`config.mk`:
```
export PLATFORM = sky130hd
export DESIGN_NAME = hash_engine
export DESIGN_NICKNAME = d
export VERILOG_FILES = /design/src/design/hash_pkg.sv /design/src/design/hash_engine.sv
export SDC_FILE = /design/constraint.sdc
export NUM_CORES = 2
export LEC_CHECK = 0
export BUFFER_PORTS_ARGS = -buffer_cell sky130_fd_sc_hd__buf_4
export CAP_MARGIN = 25
export CORE_MARGIN = 8
export CORE_UTILIZATION = 51
export CTS_CLUSTER_SIZE = 12
export DETAILED_ROUTE_END_ITERATION = 12
export HOLD_SLACK_MARGIN = 0.03
export PLACE_DENSITY = 0.69
export SLEW_MARGIN = 15
export SYNTH_ARGS = -nofsm -noshare
export SYNTH_HDL_FRONTEND = slang
export SYNTH_SLANG_ARGS = --single-unit
```
`constraint.sdc`:
```
create_clock -name mclk -period 123.6 [get_ports mclk]
set_input_delay 37.08 -clock mclk [delete_from_list [all_inputs] [get_ports mclk]]
set_output_delay 37.08 -clock mclk [all_outputs]
set_load 0.1 [all_outputs]
```
`src/design/hash_pkg.sv`:
```
// Package: constants, types and helpers of the hash engine
package hash_pkg;

	// ****************************************
	// Types
	// ****************************************
	typedef enum logic {MODE_SHA1, MODE_SHA256} hash_mode_t;

	typedef struct packed {
		logic req;
		logic [31:0] addr;
	} fetch_req_t;

	// ****************************************
	// Sizes and counts
	// ****************************************
	localparam int BLOCK_BYTES = 64;
	localparam int MAX_FETCH_BYTES = 131072;
	localparam int BLKCNT_W = 12;
	localparam logic [BLKCNT_W-1:0] MAX_BLOCKS = BLKCNT_W'(MAX_FETCH_BYTES / BLOCK_BYTES);
	localparam logic [4:0] LAST_WORD = 5'h0F;
	localparam logic [6:0] ROUNDS_SHA1 = 7'h50;
	localparam logic [6:0] ROUNDS_SHA256 = 7'h40;
	localparam logic [6:0] SHA1_STAGE = 7'h14;
	localparam logic [31:0] WORD_STEP = 32'h0000_0004;

	// ****************************************
	// Initial values and round constants
	// ****************************************
	localparam logic [31:0] IV_SHA256 [8] = '{
		32'h6A09E667, 32'hBB67AE85, 32'h3C6EF372, 32'hA54FF53A,
		32'h510E527F, 32'h9B05688C, 32'h1F83D9AB, 32'h5BE0CD19};
	localparam logic [31:0] IV_SHA1 [8] = '{
		32'h67452301, 32'hEFCDAB89, 32'h98BADCFE, 32'h10325476,
		32'hC3D2E1F0, 32'h00000000, 32'h00000000, 32'h00000000};
	localparam logic [31:0] K_SHA1 [4] = '{
		32'h5A827999, 32'h6ED9EBA1, 32'h8F1BBCDC, 32'hCA62C1D6};
	localparam logic [31:0] K_SHA256 [64] = '{
		32'h428A2F98, 32'h71374491, 32'hB5C0FBCF, 32'hE9B5DBA5,
		32'h3956C25B, 32'h59F111F1, 32'h923F82A4, 32'hAB1C5ED5,
		32'hD807AA98, 32'h12835B01, 32'h243185BE, 32'h550C7DC3,
		32'h72BE5D74, 32'h80DEB1FE, 32'h9BDC06A7, 32'hC19BF174,
		32'hE49B69C1, 32'hEFBE4786, 32'h0FC19DC6, 32'h240CA1CC,
		32'h2DE92C6F, 32'h4A7484AA, 32'h5CB0A9DC, 32'h76F988DA,
		32'h983E5152, 32'hA831C66D, 32'hB00327C8, 32'hBF597FC7,
		32'hC6E00BF3, 32'hD5A79147, 32'h06CA6351, 32'h14292967,
		32'h27B70A85, 32'h2E1B2138, 32'h4D2C6DFC, 32'h53380D13,
		32'h650A7354, 32'h766A0ABB, 32'h81C2C92E, 32'h92722C85,
		32'hA2BFE8A1, 32'hA81A664B, 32'hC24B8B70, 32'hC76C51A3,
		32'hD192E819, 32'hD6990624, 32'hF40E3585, 32'h106AA070,
		32'h19A4C116, 32'h1E376C08, 32'h2748774C, 32'h34B0BCB5,
		32'h391C0CB3, 32'h4ED8AA4A, 32'h5B9CCA4F, 32'h682E6FF3,
		32'h748F82EE, 32'h78A5636F, 32'h84C87814, 32'h8CC70208,
		32'h90BEFFFA, 32'hA4506CEB, 32'hBEF9A3F7, 32'hC67178F2};

	// ****************************************
	// Helpers
	// ****************************************
	function automatic logic [31:0] rotr(input logic [31:0] x, input int n);
		return (x >> n) | (x << (32 - n));
	endfunction : rotr

endpackage : hash_pkg

```
`src/design/hash_engine.sv`:
```
// Hash engine: SHA-1 / SHA2-256 core with word port and memory fetch master
// Operation
// - Computes SHA-1 or SHA2-256 digest, mode chosen by software at new hash.
// - Own master fetches consecutive blocks, at most 128 K bytes per run.
// - First hand-written word of a block clears digest ready.
// - Launching a mastered continuation clears digest ready.
`timescale 1ns/1ns
`default_nettype none
module hash_engine
	import hash_pkg::*;
(
	input wire logic mclk,
	input wire logic rst,
	input wire logic hash_new,
	input wire logic hash_mode,
	input wire logic word_wr,
	input wire logic [31:0] hash_input_word_port,
	input wire logic addr_wr,
	input wire logic [31:0] master_fetch_start_address,
	input wire logic ctrl_wr,
	input wire logic [BLKCNT_W-1:0] master_fetch_control,
	input wire logic mem_ack,
	input wire logic [31:0] mem_rdata,
	output fetch_req_t fetch,
	output logic digest_ready,
	output logic busy,
	output logic [255:0] digest
);

	// ****************************************
	// State
	// ****************************************
	typedef enum logic [1:0] {S_FILL, S_HASH, S_SUM} state_t;

	state_t state, next_state;
	hash_mode_t mode, next_mode;
	logic [31:0] h [8];
	logic [31:0] next_h [8];
	logic [31:0] v [8];
	logic [31:0] next_v [8];
	logic [31:0] w [16];
	logic [31:0] next_w [16];
	logic [6:0] round, next_round;
	logic [4:0] wcnt, next_wcnt;
	logic [BLKCNT_W-1:0] mst_left, next_mst_left;
	logic [31:0] start_addr, next_start_addr;
	fetch_req_t next_fetch;
	logic next_ready, next_busy;

	logic mastering, load_word, ctrl_take;
	logic [31:0] in_word, wnew, t1, t2, f1, k1;
	logic [1:0] stage;

	assign mastering = (mst_left != '0);
	assign ctrl_take = ctrl_wr && !mastering;
	assign digest = {h[0], h[1], h[2], h[3], h[4], h[5], h[6], h[7]};

	// ****************************************
	// Round arithmetic
	// ****************************************
	always_comb
	begin
		stage = 2'h3;
		if (round < SHA1_STAGE)
			stage = 2'h0;
		else if (round < 7'(SHA1_STAGE * 2))
			stage = 2'h1;
		else if (round < 7'(SHA1_STAGE * 3))
			stage = 2'h2;
		k1 = K_SHA1[stage];
		unique case (stage)
			2'h0: f1 = (v[1] & v[2]) | (~v[1] & v[3]);
			2'h2: f1 = (v[1] & v[2]) | (v[1] & v[3]) | (v[2] & v[3]);
			default: f1 = v[1] ^ v[2] ^ v[3];
		endcase
		if (mode == MODE_SHA256)
		begin
			t1 = v[7] + (rotr(v[4], 6) ^ rotr(v[4], 11) ^ rotr(v[4], 25))
				+ ((v[4] & v[5]) ^ (~v[4] & v[6])) + K_SHA256[round[5:0]] + w[0];
			t2 = (rotr(v[0], 2) ^ rotr(v[0], 13) ^ rotr(v[0], 22))
				+ ((v[0] & v[1]) ^ (v[0] & v[2]) ^ (v[1] & v[2]));
			wnew = (rotr(w[14], 17) ^ rotr(w[14], 19) ^ (w[14] >> 10)) + w[9]
				+ (rotr(w[1], 7) ^ rotr(w[1], 18) ^ (w[1] >> 3)) + w[0];
		end
		else
		begin
			t1 = rotr(v[0], 27) + f1 + v[4] + k1 + w[0];
			t2 = '0;
			wnew = rotr(w[13] ^ w[8] ^ w[2] ^ w[0], 31);
		end
	end

	// ****************************************
	// Next state
	// ****************************************
	always_comb
	begin
		next_state = state;
		next_mode = mode;
		next_h = h;
		next_v = v;
		next_w = w;
		next_round = round;
		next_wcnt = wcnt;
		next_mst_left = mst_left;
		next_start_addr = start_addr;
		next_fetch = fetch;
		next_ready = digest_ready;
		load_word = 1'b0;
		in_word = hash_input_word_port;
		if (addr_wr)
			next_start_addr = master_fetch_start_address;
		if (ctrl_take && master_fetch_control != '0)
		begin
			next_mst_left = (master_fetch_control > MAX_BLOCKS) ? MAX_BLOCKS
				: master_fetch_control;
			next_fetch.addr = start_addr;
			next_ready = 1'b0;
		end
		unique case (state)
			S_FILL:
			begin
				if (hash_new && !mastering)
				begin
					next_mode = hash_mode_t'(hash_mode);
					if (hash_mode_t'(hash_mode) == MODE_SHA256)
						next_h = IV_SHA256;
					else
						next_h = IV_SHA1;
					next_wcnt = '0;
					next_ready = 1'b0;
				end
				else if (mastering)
				begin
					load_word = fetch.req && mem_ack;
					in_word = mem_rdata;
					if (load_word)
						next_fetch.addr = fetch.addr + WORD_STEP;
				end
				else
				begin
					load_word = word_wr;
					if (word_wr)
						next_ready = 1'b0;
				end
				if (load_word)
				begin
					for (int i = 0; i < 15; i++)
						next_w[i] = w[i + 1];
					next_w[15] = in_word;
					next_wcnt = wcnt + 5'h01;
					if (wcnt == LAST_WORD)
					begin
						next_state = S_HASH;
						next_round = '0;
						next_v = h;
						if (mastering)
							next_mst_left = mst_left - 1'b1;
					end
				end
			end
			S_HASH:
			begin
				for (int i = 0; i < 15; i++)
					next_w[i] = w[i + 1];
				next_w[15] = wnew;
				if (mode == MODE_SHA256)
					next_v = '{t1 + t2, v[0], v[1], v[2], v[3] + t1, v[4], v[5], v[6]};
				else
					next_v = '{t1, v[0], rotr(v[1], 2), v[2], v[3], v[5], v[6], v[7]};
				next_round = round + 7'h01;
				if (round == ((mode == MODE_SHA256) ? ROUNDS_SHA256 : ROUNDS_SHA1) - 7'h01)
					next_state = S_SUM;
			end
			S_SUM:
			begin
				for (int i = 0; i < 8; i++)
					next_h[i] = (mode == MODE_SHA1 && i > 4) ? h[i] : h[i] + v[i];
				next_wcnt = '0;
				next_state = S_FILL;
				if (!mastering && !ctrl_take)
					next_ready = 1'b1;
			end
		endcase
		next_fetch.req = (next_state == S_FILL) && (next_mst_left != '0);
		next_busy = (next_state != S_FILL) || (next_mst_left != '0);
	end

	// ****************************************
	// Registers
	// ****************************************
	always_ff @(posedge mclk or posedge rst)
	begin
		if (rst)
		begin
			state <= S_FILL;
			mode <= MODE_SHA256;
			h <= '{default: 32'h0000_0000};
			v <= '{default: 32'h0000_0000};
			w <= '{default: 32'h0000_0000};
			round <= '0;
			wcnt <= '0;
			mst_left <= '0;
			start_addr <= '0;
			fetch <= '0;
			digest_ready <= 1'b0;
			busy <= 1'b0;
		end
		else
		begin
			state <= next_state;
			mode <= next_mode;
			h <= next_h;
			v <= next_v;
			w <= next_w;
			round <= next_round;
			wcnt <= next_wcnt;
			mst_left <= next_mst_left;
			start_addr <= next_start_addr;
			fetch <= next_fetch;
			digest_ready <= next_ready;
			busy <= next_busy;
		end
	end
endmodule : hash_engine
`default_nettype wire

```
==> metrics <==
RSZ-0062 raised after global routing no; DRC 0; total of max-cap violations 0; Final setup viols 0; P_sw roughly 250 uW; P_int 620.4 uW; number of DRC markers in iteration 0 approximately 9000; leakage power between 40 and 50 nW; power per cell area between 9 and 10 nW/um2; max incr delay on CP 850 ps; Mean Syn Cell Area between 8 and 9 um2; post-cts resize count 0; placeable core area between 150000 and 200000 um2; final critical-path share of the clock period 0.3256; Clk network pwr share 0.464; Area Overhead vs Synth 11.46%; crit path cell chain buf_4 -> inv_8 -> buf_4 -> buf_4 -> buf_12 -> buf_4; Crit Path Max Fanout 166; fillcell total 14730; Hold Path Class reg2reg; # IOs 407; outcome complete, no violations; Yosys warning count 0; number of global-route vias before repair 71900; setup tns final 0 ps; CTS root buf clkbuf_16; Clk Latency, worst-skew pair between 800 and 900 ps; CP required ~120000 ps; Final nets about 11000; CP most frequent cell buf_4; CTS Sinks between 1000 and 1500; relative slew slack 0.1618; # placed instances about 12000; CTS tree yes; dpl ws 82360 ps; initial antenna violation count 5; Worst-path clk slew 60 ps; Synth Flop Type dfrtp_1; most common cell in the netlist nand2_1; largest net degree at the start of global routing between 200 and 250; area share of the largest cell type after synthesis 0.3362; Synthesized Nets about 11000; H-tree levels 4; sequential fraction of the synthesis area 0.3366; CP arrival just over 40000 ps; Final ANT Viol Nets 0; Crit Path Class in2async; chip height between 400 and 500 um; routed len/inst 26.29 um; hold_buf cts 0; synthesized flop and latch total between 1000 and 1500; Post-Synthesis Cells 9966; global-route wire length before repair approximately 480000 um; fin crit period between 40000 and 50000 ps; cell row count about 150; Buf/Inv on CP 6; Peak Freq between 20 and 25 MHz; Worst Max-Slew Pin Slew 1244 ps; Crit-path slowest cell buf_4; Die X between 400 and 500 um; PortBufs between 400 and 500; Slew Limit Fails 0; Layout Cells excl Fill about 12000; Top delay family on crit path buffers and inverters; final clock skew between 60 and 70 ps; Num CTS Buffers ~130; gr usage total 0.3590; top post-synthesis cells by count 2009 x nand2_1, 1117 x dfrtp_1, 797 x a21oi_1, 727 x o21ai_0, 626 x nor2_1; FFs w/ async S/R, synth 1.000; largest area contributor in the netlist dfrtp_1; sw frac 0.2851; die area ~180000 um2; final WL ~330000 um; number of flops mapped to enable cells by yosys 0; crit path launch type input pin; Post-CTS Setup Bufs 0; detailed placement HPWL roughly 240000 um; Flop pwr share 0.442; Post-Syn Area about 83000 um2; PnR worst setup slack 83350 ps; element type at the critical path end async pin; Overall Power roughly 870 uW; Hold Violations, Final 0; layout cell share with drive strength beyond 1 0.09098; vias roughly 76000; Max Buffers Root-to-Sink 3; GP Congestion 1.033; Combinational Power Share 0.094; largest cells by area after synthesis dfrtp_1 34%, nand2_1 9.1%, ha_1 7.9%; VDD IR max approximately 0.016 mV; Initial Utilization 0.5119; vias per cell 6.169; Unique masters post-synth 97; grt ovf 0; DR pass1 iterations 9
[path summary, 6_finish.rpt]
path,startpoint,endpoint,slack (ps),depth (start not counted)
max,rst,w[185]$_DFFE_PP0P_,83350,6
min,w[288]$_DFFE_PP0P_,w[320]$_DFFE_PP0P_,450,2
max reg2reg,round[3]$_DFFE_PP0P_,v[250]$_DFFE_PP0P_,111650,38
min reg2reg,w[288]$_DFFE_PP0P_,w[320]$_DFFE_PP0P_,450,2
max in group mclk,hash_new,v[83]$_DFFE_PP0P_,83590,10
min in group asynchronous,rst,w[330]$_DFFE_PP0P_,36370,2
[per-stage QoR]
step                      area (um2)  utilization  hold WS, ps
final                          92650       0.5705        448.1
after global routing           92650       0.5705        465.1
after CTS                      92480       0.5695        452.8
after detailed placement       88010       0.5419        449.0
after global placement         87960       0.5416        446.0
after floorplan                83130            -        433.4
[layer usage]
layer,track usage,up-vias,wire (um)
li1,-,34360,-
met1,0.4897,37400,132900
met2,0.5284,3776,138000
met3,0.07560,802,31460
met4,0.2085,14,22970
met5,0,-,91
[state kept, by name, summed over array words and instances (netlist names)]
register      cells
w               512
state             2
mode              1
digest_ready      1
wcnt              5
fetch            33
mst_left         12
round             7
busy              1
start_addr       32
v               256
digest          256
[final cells by class]
| type | count | area, um2 | share of cell area |
|---|---|---|---|
| diodes | 1 | 2.502 | 0.00002701 |
| inverters | 613 | 2308 | 0.02492 |
| well taps | 2175 | 2721 | 0.02937 |
| clock buffers | 193 | 3794 | 0.04095 |
| clock inverters | 44 | 681.9 | 0.007360 |
| flip-flops and latches | 1118 | 27990 | 0.3021 |
| multi-input cells | 7681 | 50880 | 0.5491 |
| repair buffers | 551 | 4279 | 0.04618 |
[kinds of logic after synthesis]
family                     after synthesis  share of synthesized area
muxes                                  118                    0.01629
AOI/OAI and AO/OA                     2763                     0.2038
xor gates and xnor gates               756                    0.07965
DFF                                   1118                     0.3366
and+or+nand+nor                       3229                     0.1613
adders and majority gates              815                     0.1486
buffers and inverters                 1167                    0.05385
[power by group through the flow]
stage / Sequential, mW / Clock [mW] / Combinational, mW
after global placement: 0.390 / 0 / 0.0809
after floorplan: 0.427 / 0 / 0.0220
final: 0.384 / 0.403 / 0.0814
after CTS: 0.383 / 0.408 / 0.0819
after detailed placement: 0.390 / 0 / 0.0818
after global routing: 0.385 / 0.422 / 0.0858
[cells in the final DEF (no fill, tap or decap), drive strengths merged, types with 264 or more instances in the layout]
cell,n
dfrtp,1117
buf,547
fa,287
inv,611
a21oi,798
nor2,626
o21ai,784
nand2,2010
o22ai,264
xnor2,537
ha,527
[tightest hold or removal path, cell delays in order, from the launching register on]
cell,delay [ps]
dfrtp_1,340
nand2_1,50
nand2_1,50
Note: power is estimated with default switching activity, not from simulation.
